**config.mk**
```make
export PLATFORM = sky130hd
export DESIGN_NAME = spm_port
export DESIGN_NICKNAME = d
export VERILOG_FILES = /design/src/spm_pkg.sv /design/src/spm_edge_if.sv /design/src/spm_edge.sv /design/src/spm_port.sv
export SDC_FILE = /design/constraint.sdc
export NUM_CORES = 1
export LEC_CHECK = 0
export BUFFER_PORTS_ARGS = -buffer_cell sky130_fd_sc_hd__clkbuf_2
export CAP_MARGIN = 15
export CORE_UTILIZATION = 50
export DETAILED_ROUTE_END_ITERATION = 16
export GPL_TIMING_DRIVEN = 0
export PLACE_DENSITY = 0.74
export SYNTH_ARGS = -nofsm -noshare
export SYNTH_HDL_FRONTEND = slang
export SYNTH_HIERARCHICAL = 1
export SYNTH_SLANG_ARGS = --single-unit
```
**constraint.sdc**
```tcl
create_clock -name sys_clk -period 4.2 [get_ports sys_clk]
set_input_delay 0 -clock sys_clk [delete_from_list [all_inputs] [get_ports sys_clk]]
set_output_delay 0 -clock sys_clk [all_outputs]
set_load 0.1 [all_outputs]
```
**src/spm_pkg.sv**
```systemverilog
// Purpose: shared constants and types for the serial master/slave port
// Assumes: one core clock, all pins sampled as synchronous inputs
// Notes:   rate select picks one of six master serial clock dividers
// Operation
// - full duplex on three lines, simplex on two lines
// - port works as master or slave, never multi-master
// - six master clock rates, fastest is core clock over four
// - serial clock driven as master, received as slave
// - bytes shift most significant bit first
// - every transfer is started by the master
// - slave shifts back data while master shifts out, same clock
// - data lines tied together give one-direction simplex only
// - four clock polarity/phase modes, both ends set alike
// - control bit picks pin or software for internal select
// - software mode frees select pin, level from software bit
// - first-edge slave reload without select rise flags collision
// - transfer complete flag with irq, collision, fault, overrun
// - unselected slave must not drive shared data lines
// - data write loads shift register, shifted out msb first
// - complete flag set at byte end, blocks writes until read
// - select low in master mode sets fault, clears enables
// - write during transfer discarded, sets collision, no irq
package spm_pkg;
   localparam int          SPM_BYTE_W   = 8;
   localparam int          SPM_RATE_CNT = 6;
   localparam logic [2:0]  SPM_RATE_RST = 3'h0;
   localparam logic [7:0]  SPM_DATA_RST = 8'h00;
   localparam int          SPM_DIV_W    = 8;
   localparam int          SPM_MIN_DIV  = 4;
   // half-period counts in core cycles for the six rates (full = 2x)
   localparam logic [7:0]  SPM_HALF_TBL [SPM_RATE_CNT] =
      '{8'h02, 8'h04, 8'h08, 8'h10, 8'h20, 8'h40};
   typedef enum logic [1:0] {
      SPM_IDLE  = 2'b00,
      SPM_SHIFT = 2'b01,
      SPM_DONE  = 2'b11
   } spm_state_t;
endpackage

```
**src/spm_edge_if.sv**
```systemverilog
`timescale 1ns/100ps
// Purpose: carries serial clock edge events from the edge unit
// Assumes: single core clock
// Notes:   lead edge shifts out in phase 1, sample edge captures
interface spm_edge_if;
   logic lead;
   logic trail;
   modport src (output lead, output trail);
   modport dst (input lead, input trail);
endinterface

```
**src/spm_edge.sv**
```systemverilog
`timescale 1ns/100ps
// Purpose: detects edges of the sampled serial clock input
// Assumes: external clock no faster than core over two
// Notes:   registered history, so each edge is one pulse late
module spm_edge
   import spm_pkg::*;
(
   input  wire logic sys_clk,
   input  wire logic nrst,
   input  wire logic sck_in,
   input  wire logic idle_pol,
   spm_edge_if.src   ev
);
   logic sck_ff, nxt_sck;
   logic lead_ff, nxt_lead, trail_ff, nxt_trail;
   logic prim_ff, nxt_prim;
   // lead edge leaves idle level, trail edge returns to it
   // history holds zero after reset, so no edge until primed
   always_comb begin
      nxt_sck   = sck_in;
      nxt_prim  = 1'b1;
      nxt_lead  = prim_ff && (sck_ff == idle_pol) && (sck_in != idle_pol);
      nxt_trail = prim_ff && (sck_ff != idle_pol) && (sck_in == idle_pol);
   end
   always_ff @(posedge sys_clk or negedge nrst) begin
      if (!nrst) begin
         sck_ff   <= 1'b0;
         prim_ff  <= 1'b0;
         lead_ff  <= 1'b0;
         trail_ff <= 1'b0;
      end else begin
         sck_ff   <= nxt_sck;
         prim_ff  <= nxt_prim;
         lead_ff  <= nxt_lead;
         trail_ff <= nxt_trail;
      end
   end
   assign ev.lead  = lead_ff;
   assign ev.trail = trail_ff;
endmodule

```
**src/spm_port.sv**
```systemverilog
`timescale 1ns/100ps
// Purpose: byte-wide serial port, master or slave, four clock modes
// Assumes: pins synchronous to sys_clk; slave clock under core over two
// Notes:   status read clears overrun; then data read clears complete and collision, control write clears fault
module spm_port
   import spm_pkg::*;
#(
   parameter int BYTE_W = SPM_BYTE_W
)
(
   input  wire logic              sys_clk,
   input  wire logic              nrst,
   input  wire logic              serial_port_enable,
   input  wire logic              master_select,
   input  wire logic              ctrl_wr,
   input  wire logic              clk_pol,
   input  wire logic              clk_pha,
   input  wire logic [2:0]        rate_sel,
   input  wire logic              slave_select_software_mode,
   input  wire logic              internal_select_level,
   input  wire logic              data_wr,
   input  wire logic [BYTE_W-1:0] data_wdata,
   input  wire logic              data_rd,
   input  wire logic              status_rd,
   input  wire logic              transfer_irq_enable,
   input  wire logic              sck_in,
   input  wire logic              miso_in,
   input  wire logic              mosi_in,
   input  wire logic              ss_n_in,
   output logic                   sck_out,
   output logic                   sck_oe,
   output logic                   miso_out,
   output logic                   miso_oe,
   output logic                   mosi_out,
   output logic                   mosi_oe,
   output logic [BYTE_W-1:0]      data_rdata,
   output logic                   transfer_complete_flag,
   output logic                   write_collision_flag,
   output logic                   master_fault_flag,
   output logic                   overrun_flag,
   output logic                   port_enabled,
   output logic                   master_active,
   output logic                   busy,
   output logic                   irq
);
   spm_edge_if ev ();
   spm_state_t        st_ff, nxt_st;
   logic [BYTE_W-1:0] sh_ff, nxt_sh, rx_ff, nxt_rx;
   logic [3:0]        bit_ff, nxt_bit;
   logic [7:0]        div_ff, nxt_div;
   logic              sck_ff, nxt_sck, out_ff, nxt_out;
   logic              en_ff, nxt_en, mst_ff, nxt_mst;
   logic              tcf_ff, nxt_tcf, write_collision_flag_ff, nxt_write_collision_flag;
   logic              master_fault_flag_ff, nxt_master_fault_flag, ovr_ff, nxt_ovr;
   logic              seen_ff, nxt_seen;
   logic              busy_ff, nxt_busy, mdrv_ff, nxt_mdrv;
   logic              selrise_ff, nxt_selrise;
   logic              irq_ff, nxt_irq;
   logic              ss_int, lead, trail, samp, shft, half, wr_ok;
   logic [7:0]        half_cnt;

   // internal select from pin or software level bit
   assign ss_int = slave_select_software_mode ? internal_select_level
                                              : ss_n_in;
   // slave clocks come from the edge unit
   spm_edge spm_edge_inst (
      .sys_clk  (sys_clk),
      .nrst     (nrst),
      .sck_in   (sck_in),
      .idle_pol (clk_pol),
      .ev       (ev.src)
   );
   // rate table, six entries, out-of-range codes use the slowest
   assign half_cnt = (rate_sel < 3'(SPM_RATE_CNT)) ? SPM_HALF_TBL[rate_sel]
                                                   : SPM_HALF_TBL[5];
   assign half  = (div_ff == half_cnt - 8'h01);
   assign lead  = mst_ff ? (st_ff == SPM_SHIFT && half && sck_ff == clk_pol)
                         : (ev.lead && !ss_int);
   assign trail = mst_ff ? (st_ff == SPM_SHIFT && half && sck_ff != clk_pol)
                         : (ev.trail && !ss_int);
   // phase picks sample and shift edges
   assign samp  = clk_pha ? trail : lead;
   assign shft  = clk_pha ? lead : trail;
   // writes refused while complete flag unread
   assign wr_ok = data_wr && !(tcf_ff && !seen_ff);

   // transfer engine and flags
   always_comb begin
      nxt_st      = st_ff;
      nxt_sh      = sh_ff;
      nxt_rx      = rx_ff;
      nxt_bit     = bit_ff;
      nxt_div     = div_ff;
      nxt_sck     = sck_ff;
      nxt_out     = out_ff;
      nxt_en      = en_ff;
      nxt_mst     = mst_ff;
      nxt_tcf     = tcf_ff;
      nxt_write_collision_flag    = write_collision_flag_ff;
      nxt_master_fault_flag    = master_fault_flag_ff;
      nxt_ovr     = ovr_ff;
      nxt_seen    = seen_ff;
      nxt_selrise = selrise_ff | ss_int;
      nxt_irq     = 1'b0;
      // enables only taken when no fault pending or after a status read
      if (ctrl_wr && (!master_fault_flag_ff || seen_ff)) begin
         nxt_en  = serial_port_enable;
         nxt_mst = master_select;
         if (master_fault_flag_ff) nxt_master_fault_flag = 1'b0;
      end
      // status read arms clearing; overrun clears on read
      if (status_rd) begin
         nxt_seen = tcf_ff | master_fault_flag_ff | write_collision_flag_ff;
         nxt_ovr  = 1'b0;
      end
      if (data_rd && seen_ff) begin
         nxt_tcf  = 1'b0;
         nxt_write_collision_flag = 1'b0;
         nxt_seen = 1'b0;
      end
      // data write: load or collide
      if (wr_ok && en_ff) begin
         if (st_ff == SPM_SHIFT ||
             (!mst_ff && !clk_pha && !ss_int && !selrise_ff)) begin
            nxt_write_collision_flag = 1'b1;
         end else begin
            nxt_sh      = data_wdata;
            nxt_selrise = 1'b0;
            nxt_out    = data_wdata[BYTE_W-1];
            nxt_bit    = 4'h0;
            // master starts, slave waits for clock
            if (mst_ff) begin
               nxt_st  = SPM_SHIFT;
               nxt_div = 8'h00;
            end
         end
      end
      // divider also runs in done, so the last half period completes
      if (mst_ff && st_ff != SPM_IDLE) begin
         nxt_div = half ? 8'h00 : div_ff + 8'h01;
         if (half) nxt_sck = ~sck_ff;
      end
      // slave enters shifting on a leading edge only
      // the closing trail of a first-edge byte must not restart it
      if (!mst_ff && en_ff && st_ff == SPM_IDLE && lead)
         nxt_st = SPM_SHIFT;
      // msb-first shifting
      if (samp && en_ff) begin
         nxt_sh  = {sh_ff[BYTE_W-2:0], mst_ff ? miso_in : mosi_in};
         nxt_bit = bit_ff + 4'h1;
         if (bit_ff == 4'(BYTE_W-1)) nxt_st = SPM_DONE;
      end
      if (shft && en_ff && !(clk_pha && bit_ff == 4'h0 && !mst_ff))
         nxt_out = sh_ff[BYTE_W-1];
      if (clk_pha && lead && bit_ff == 4'h0) nxt_out = sh_ff[BYTE_W-1];
      // byte end sets complete or overrun
      if (st_ff == SPM_DONE && (!mst_ff || half || sck_ff == clk_pol)) begin
         nxt_st     = SPM_IDLE;
         nxt_sck    = clk_pol;
         nxt_bit    = 4'h0;
         nxt_selrise = 1'b0; // select must rise before next load
         nxt_rx     = sh_ff;
         if (tcf_ff) begin
            nxt_ovr = 1'b1;
            nxt_rx  = rx_ff;
         end
         nxt_tcf = 1'b1;
         nxt_irq = transfer_irq_enable;
      end
      // select low in master mode is a fault
      if (mst_ff && en_ff && !ss_int) begin
         nxt_master_fault_flag = 1'b1;
         nxt_en   = 1'b0;
         nxt_mst  = 1'b0;
         nxt_st   = SPM_IDLE;
         nxt_sck  = clk_pol;
         nxt_irq  = transfer_irq_enable;
      end
      if (!nxt_en) nxt_st = SPM_IDLE;
      if (!mst_ff) nxt_sck = clk_pol;
      // clock and mosi drives and busy registered so those outputs come from flops
      nxt_busy = (nxt_st != SPM_IDLE);
      nxt_mdrv = nxt_en & nxt_mst;
   end

   // state registers; select-rise starts set so the first load is clean
   always_ff @(posedge sys_clk or negedge nrst) begin
      if (!nrst) begin
         st_ff      <= SPM_IDLE;
         sh_ff      <= SPM_DATA_RST;
         rx_ff      <= SPM_DATA_RST;
         bit_ff     <= 4'h0;
         div_ff     <= 8'h00;
         sck_ff     <= 1'b0;
         out_ff     <= 1'b0;
         en_ff      <= 1'b0;
         mst_ff     <= 1'b0;
         tcf_ff     <= 1'b0;
         write_collision_flag_ff    <= 1'b0;
         master_fault_flag_ff    <= 1'b0;
         ovr_ff     <= 1'b0;
         seen_ff    <= 1'b0;
         selrise_ff <= 1'b1;
         irq_ff     <= 1'b0;
         busy_ff    <= 1'b0;
         mdrv_ff    <= 1'b0;
      end else begin
         st_ff      <= nxt_st;
         sh_ff      <= nxt_sh;
         rx_ff      <= nxt_rx;
         bit_ff     <= nxt_bit;
         div_ff     <= nxt_div;
         sck_ff     <= nxt_sck;
         out_ff     <= nxt_out;
         en_ff      <= nxt_en;
         mst_ff     <= nxt_mst;
         tcf_ff     <= nxt_tcf;
         write_collision_flag_ff    <= nxt_write_collision_flag;
         master_fault_flag_ff    <= nxt_master_fault_flag;
         ovr_ff     <= nxt_ovr;
         seen_ff    <= nxt_seen;
         selrise_ff <= nxt_selrise;
         irq_ff     <= nxt_irq;
         busy_ff    <= nxt_busy;
         mdrv_ff    <= nxt_mdrv;
      end
   end

   // pins: master drives clock and mosi; selected slave drives miso
   // simplex wiring works since only the active end enables
   always_comb begin
      sck_out  = sck_ff;
      sck_oe   = mdrv_ff;
      mosi_out = out_ff;
      mosi_oe  = mdrv_ff;
      miso_out = out_ff;
      miso_oe  = en_ff & ~mst_ff & ~ss_int;
      data_rdata             = rx_ff;
      transfer_complete_flag = tcf_ff;
      write_collision_flag   = write_collision_flag_ff;
      master_fault_flag      = master_fault_flag_ff;
      overrun_flag           = ovr_ff;
      port_enabled           = en_ff;
      master_active          = mst_ff;
      busy                   = busy_ff;
      irq                    = irq_ff;
   end
endmodule

```
; ---- Word level (Yosys, flattened, before mapping)
; Memories as Yosys holds them, arrays and structs flattened.
; Cells that the tools add are included.
[totals]
elab_cells = 176
regBits = 47
in_bits = 28
out_inout_bits = 22
romBits = 64
mem_count = 1
latchBits = 0
ram_bits = 0
[mem_list]
columns = name, words, width, read_ports, rd_ports_with_merged_regs, write_ports, line_no
row1 = (name not given), 8, 8, 1, 0, 0, spm_port.sv:74  ; assign half_cnt = (rate_sel < 3'(SPM_RATE_CNT)) ? SPM_HALF_TBL[rate_sel]
[classes]
n_shift = 0
multipliers = 0
eq_ne = 16
reduce_logical = 61
add_sub_neg = 3
order_cmp = 2
n_bitwise = 11
div = 0
mux = 60
[op_table]
columns = cell, count
row1 = 2-to-1 mux 8 bit, 11
row2 = 2-to-1 mux 1 bit, 36
row3 = logical AND 1 bit, 31
row4 = 2-to-1 mux 2 bit, 9
row5 = 2-to-1 mux 4 bit, 4
row6 = nonzero test 2 bit, 8
row7 = AND reduction 2 bit, 5
row8 = "adder 8 x 1 -> 8 bit, second input constant", 1
row9 = == test 8 bit, 1
row10 = zero test 1 bit, 8
row11 = "!= test 4 x 1 -> 1 bit, second input constant", 2
row12 = "subtractor 8 x 1 -> 8 bit, second input constant", 1
row13 = "!= test 3 x 1 -> 1 bit, second input constant", 2
row14 = nonzero test 3 bit, 2
row15 = "adder 4 x 1 -> 4 bit, second input constant", 1
row16 = "== test 4 x 3 -> 1 bit, second input constant", 1
row17 = ">= comparator 4 bit, second input constant", 1
row18 = zero test 4 bit, 1
row19 = logical OR 1 bit, 4
row20 = "!= test 2 x 1 -> 1 bit, second input constant", 2
row21 = inverter 1 bit, 4
row22 = inverter 3 -> 4 bit, 1
row23 = AND 1 bit, 3
row24 = == test 1 bit, 3
row25 = 7 further kinds, 11

; ---- Depth between registers and ports, before layout
[logic_depth]
word_depth = 18
depth_mapped = 9
mapped_depth_nobuf = 6

; ---- By module
; The synthesis kept the hierarchy.
[modules_own_cells]
columns = mod, area_each_um2, seq_area_each_um2, n_inst, cells_each
row1 = spm_port, 2277.2, 1077.3, 1, 222
row2 = spm_edge, 140.1, 100.1, 1, 11

; ---- Worst setup path after synthesis
; Ideal clock, no wire load.
[synth_path]
path_type = reg2reg
start = reg en_ff, in the netlist port_enabled
end = reg busy_ff, in the netlist busy
path_buffers = 0
slack_ns = 0.147
t_arrival_ns = 3.969
required_ns = 4.115
path_stages_with_launch = 5
period_less_slack_ns = 4.053
setup_ns = 0.085
cell_sequence = dfrtp_1 inv_1 nor3_1 a211oi_1 a31oi_1
[synth_via]
elab_chain_cells = 10
elab_cells_between_ends = 17
classes_between = 9 x mux / 8 x reduce/logical
[synth_rtl]
columns = element, line_no
row1 = start: declaration, spm_port.sv:52  ; logic en_ff, nxt_en, mst_ff, nxt_mst;
row2 = start signal: assignment, spm_port.sv:215  ; en_ff <= nxt_en;
row3 = logical AND 1 bit (3 in series), spm_port.sv:145  ; if (!mst_ff && en_ff && st_ff == SPM_IDLE && lead)
row4 = 2-to-1 mux 2 bit, spm_port.sv:145
row5 = 2-to-1 mux 2 bit, spm_port.sv:151  ; if (bit_ff == 4'(BYTE_W-1)) nxt_st = SPM_DONE;
row6 = 2-to-1 mux 2 bit, spm_port.sv:148  ; if (samp && en_ff) begin
row7 = 2-to-1 mux 2 bit, spm_port.sv:157  ; if (st_ff == SPM_DONE && (!mst_ff || half || sck_ff == clk_pol)) begin
row8 = 2-to-1 mux 2 bit, spm_port.sv:171  ; if (mst_ff && en_ff && !ss_int) begin
row9 = 2-to-1 mux 2 bit (*), spm_port.sv:179  ; if (!nxt_en) nxt_st = SPM_IDLE;
row10 = nonzero test 2 bit (*), spm_port.sv:182  ; nxt_busy = (nxt_st != SPM_IDLE);
row11 = named net nxt_busy, spm_port.sv:56  ; logic busy_ff, nxt_busy, mdrv_ff, nxt_mdrv;
row12 = end signal: assignment, spm_port.sv:224  ; busy_ff <= nxt_busy;
row13 = end: declaration, spm_port.sv:56
; The timed path passes the listed nets; every way through them passes the cells marked *.
; A chain may end at the register's enable or synchronous reset.

; ---- Worst setup path after layout
[layout_path]
start = reg div_ff[4]
end = reg rx_ff[1], in the netlist data_rdata[1]
[layout_via]
elab_chain_cells = 5
[layout_rtl]
columns = element, line_no
row1 = start: declaration, spm_port.sv:50  ; logic [7:0] div_ff, nxt_div;
row2 = start signal: assignment, spm_port.sv:212  ; div_ff <= nxt_div;
row3 = == test 8 bit, spm_port.sv:76  ; assign half = (div_ff == half_cnt - 8'h01);
row4 = logical OR 1 bit (2 in series), spm_port.sv:157
row5 = logical AND 1 bit, spm_port.sv:157
row6 = AND reduction 2 bit (no line), --
row7 = end signal: assignment, spm_port.sv:210  ; rx_ff <= nxt_rx;
row8 = end: declaration, spm_port.sv:48  ; logic [BYTE_W-1:0] sh_ff, nxt_sh, rx_ff, nxt_rx;
; No other way between the ends.

==> summary.md <==
| Metric | Value |
|---|---|
| Rows | `24` |
| Root Buffer | `clkbuf_8` |
| GR Util met1 | `roughly a quarter` |
| Setup TNS | `0 ns` |
| Full die area | `just over 0.005 mm^2` |
| RSZ-0062 raised after global routing | `false` |
| Hold WC Path Type | `in2reg` |
| Slew Limit Fails | `0` |
| YS warnings | `6` |
| Max VDD drop | `392.6 uV` |
| First-pass GRT wire length | `8.376 mm` |
| GR Util met3 | `slightly above 5%` |
| Setup ws final | `between 1.5 and 2 ns` |
| Total wire length | `4.995 mm` |
| Main synth FF type | `dfrtp_1` |
| Setup crit end kind | `register` |
| Pwr Density | `between 500 and 600 mW/mm^2` |
| Max-Slew Margin vs Limit | `between 30% and 40%` |
| Number of global-route vias before repair | `about 1900` |
| Setup violators final | `0` |
| Worst setup SP type | `register` |
| Met2 Usage GRT | `between 30 and 40%` |
| Cells after synthesis | `roughly 230` |
| Peak Freq | `between 0.3 and 0.4 GHz` |
| GRT busiest layer | `met2` |
| Post-Place Setup Slack | `roughly 1.7 ns` |
| Post_cts resized | `0` |
| Initial Util | `53.67%` |
| Top cells by area, synth | `dfrtp_1, mux2_2, mux2i_1` |
| FILL cells | `around 370` |
| Dpl hpwl | `3.541 mm` |
| DR vias | `1993` |
| Skew-Pair Late Insertion Delay | `around 0.3 ns` |
| Post-synthesis net count | `about 260` |
| Final period util | `61.21%` |
| Critical path arrival | `about 2.8 ns` |
| N_diodes | `0` |
| IO buf count | `49` |
| Area Overhead vs Synth | `21.58%` |
| Flops & latches, synth | `47` |
| Die Wd | `between 70 and 80 um` |
| Crit Path Max Fanout | `8` |
| Total GRT Usage | `a little over a fifth` |
| Largest net degree at the start of global routing | `48` |
| Average wire per standard cell | `between 10 and 15 um` |
| Status | `finished, final reports clean` |
| Leak | `between 1 and 1.5 nW` |
| Gr ovfl total | `0` |
| TritonCTS Buffers | `5` |
| Fin nets | `between 300 and 400` |
| # IOs | `50` |
| Share of layout cells above drive strength 1 | `around 29%` |
| Unique masters post-synth | `a little over 50` |
| Initial DRC count | `101` |
| H-tree Lvls | `2` |
| Final Skew | `0.007699 ns` |
| Fin. Hold Viols | `0` |
| Total chip power | `about 1.7 mW` |
| Cell taking the most area after synthesis | `dfrtp_1` |
| Area share of the largest cell type after synthesis | `47.62%` |
| Number of max-cap violations | `0` |
| Die Y | `between 70 and 80 um` |
| Post-synth EDFFs | `0` |
| Routed Antenna Nets | `0` |
| Worst-path clk slew | `~0.08 ns` |
| Core area | `between 0.004 and 0.005 mm^2` |
| Register area | `around 0.0012 mm^2` |
| Critical path required time | `between 4 and 5 ns` |
| Remaining DRCs | `0` |
| Detailed Routing Iterations Pass 1 | `4` |
| Slew @ Worst Pin | `around 0.9 ns` |
| Area occupied by multi-input gates | `~0.0012 mm^2` |
| CTS sink cnt | `47` |
| Mapped cell area | `0.002417 mm^2` |
| Synth Area per Inst | `roughly 10 um^2` |
| Post-synthesis sequential area ratio | `between 40% and 50%` |
| Clock Path Buffers | `2` |
| Via-to-Cell Ratio | `roughly 5.6` |
| Tmin final | `~2.6 ns` |
| TritonCTS clock tree | `yes` |
| GPL Wtd Cong | `slightly above 0.8` |
| Initial antenna violation count | `0` |
| Asr flop ratio synth | `100.0%` |
| Kind of critical path | `reg2reg` |
-- path summary, 6_finish.rpt --
path                                from                      to  slack, ns  cells after the start
setup / recovery               div_ff[4]           data_rdata[1]       1.63                      6
hold / removal                   data_rd  transfer_complete_flag      0.003                      4
setup reg to reg               div_ff[4]           data_rdata[1]       1.63                      6
hold reg to reg            data_rdata[0]           data_rdata[0]       0.51                      1
max in group asynchronous           nrst              selrise_ff       3.43                      3
min in group asynchronous           nrst           data_rdata[7]       0.18                      2
-- routing by layer --
layer  share of wire (%)  vias up  routed length (um)
li1                    -      976                   -
met1                  47      958                2330
met2                  47       50                2370
met3                 4.1        9                 203
met4                 1.8        0                  91
met5                   0        -                   0
-- stage by stage --
step	hold WS [ns]	cell area (um^2)	utilization (%)	instances
2_1_floorplan	-0.2956	2417	-	233
3_3_place_gp	0.1389	2728	60.56	334
3_5_place_dp	0.1425	2728	60.56	334
4_1_cts	0.001428	2919	64.81	352
5_1_grt	0.01083	2939	65.25	353
6_report	0.002757	2939	65.25	353
-- power breakdown --
group	internal, mW	total (mW)	switching [mW]
Sequential	0.561	0.672	0.111
Clock	0.133	0.277	0.144
Combinational	0.201	0.711	0.510
Total	0.896	1.66	0.765
-- cells by family after synthesis --
logic type                 Yosys count  share of synthesized area (%)
DFF                                 47                          48.71
buffers and inverters               17                          3.416
muxes                               24                          10.56
other                                1                         0.1551
adders and majority gates            3                          1.553
xor gates and xnor gates             7                          2.536
AOI/OAI and AO/OA                   61                          17.96
and+or+nand+nor                     73                          15.11
-- Yosys cell counts, types with 2 or more instances --
cell,instances
inv_1,9
xnor2_1,5
nor4_1,2
nor2_1,15
dfrtp_1,46
o22ai_1,5
mux2i_1,12
a22o_1,4
buf_4,2
o21ai_0,12
clkbuf_1,2
buf_2,3
nand3_1,7
nand2_1,21
and3_1,4
mux2_2,12
nand2b_1,5
a211oi_1,3
ha_1,3
xor2_1,2
a21oi_1,13
a21o_1,3
nor3_1,8
o31ai_1,2
o21ai_1,2
a31oi_1,6
-- registers in the layout (all words and copies together) (netlist names), 2 cells and up --
signal and cells:
bit_ff 4, data_rdata 8, sh_ff 8, st_ff 2, div_ff 8
-- layout make-up --
| cell class | count | area share (%) |
|---|---|---|
| Inverter | 9 | 1.149 |
| Timing Repair Buffer | 60 | 12.43 |
| Sequential cell | 47 | 40.06 |
| Buffer | 8 | 1.660 |
| Clock inverter | 1 | 0.1703 |
| Tap cell | 52 | 2.214 |
| Clock buffer | 7 | 2.937 |
| Multi-Input combinational cell | 169 | 39.38 |
-- placed cells by master (no fill, tap or decap), types with 6 or more instances in the layout --
cell type	instances
a21oi_1	13
inv_1	9
clkbuf_8	6
nor3_1	8
o21ai_0	12
nand2_1	21
mux2_2	12
a31oi_1	6
nor2_1	15
nand3_1	7
dfrtp_1	46
dlygate4sd3_1	10
mux2i_1	12
clkbuf_2	49
-- repair_timing --
item / CTS / global route
hold buffers: 10 / 0
endpoints found under the setup margin: 0 / 0
hold endpoints to repair: 56 / 0
buffers inserted: 0 / 0
-- critical path: stages (launching register included) --
cell and delay [ns]:
dfrtp_1 0.44, xnor2_1 0.17, o2111ai_1 0.30, a211oi_2 0.57
o211ai_2 0.28, nor2_4 0.32, mux2_2 0.38
No activity file was read; power rests on OpenSTA's default activity.
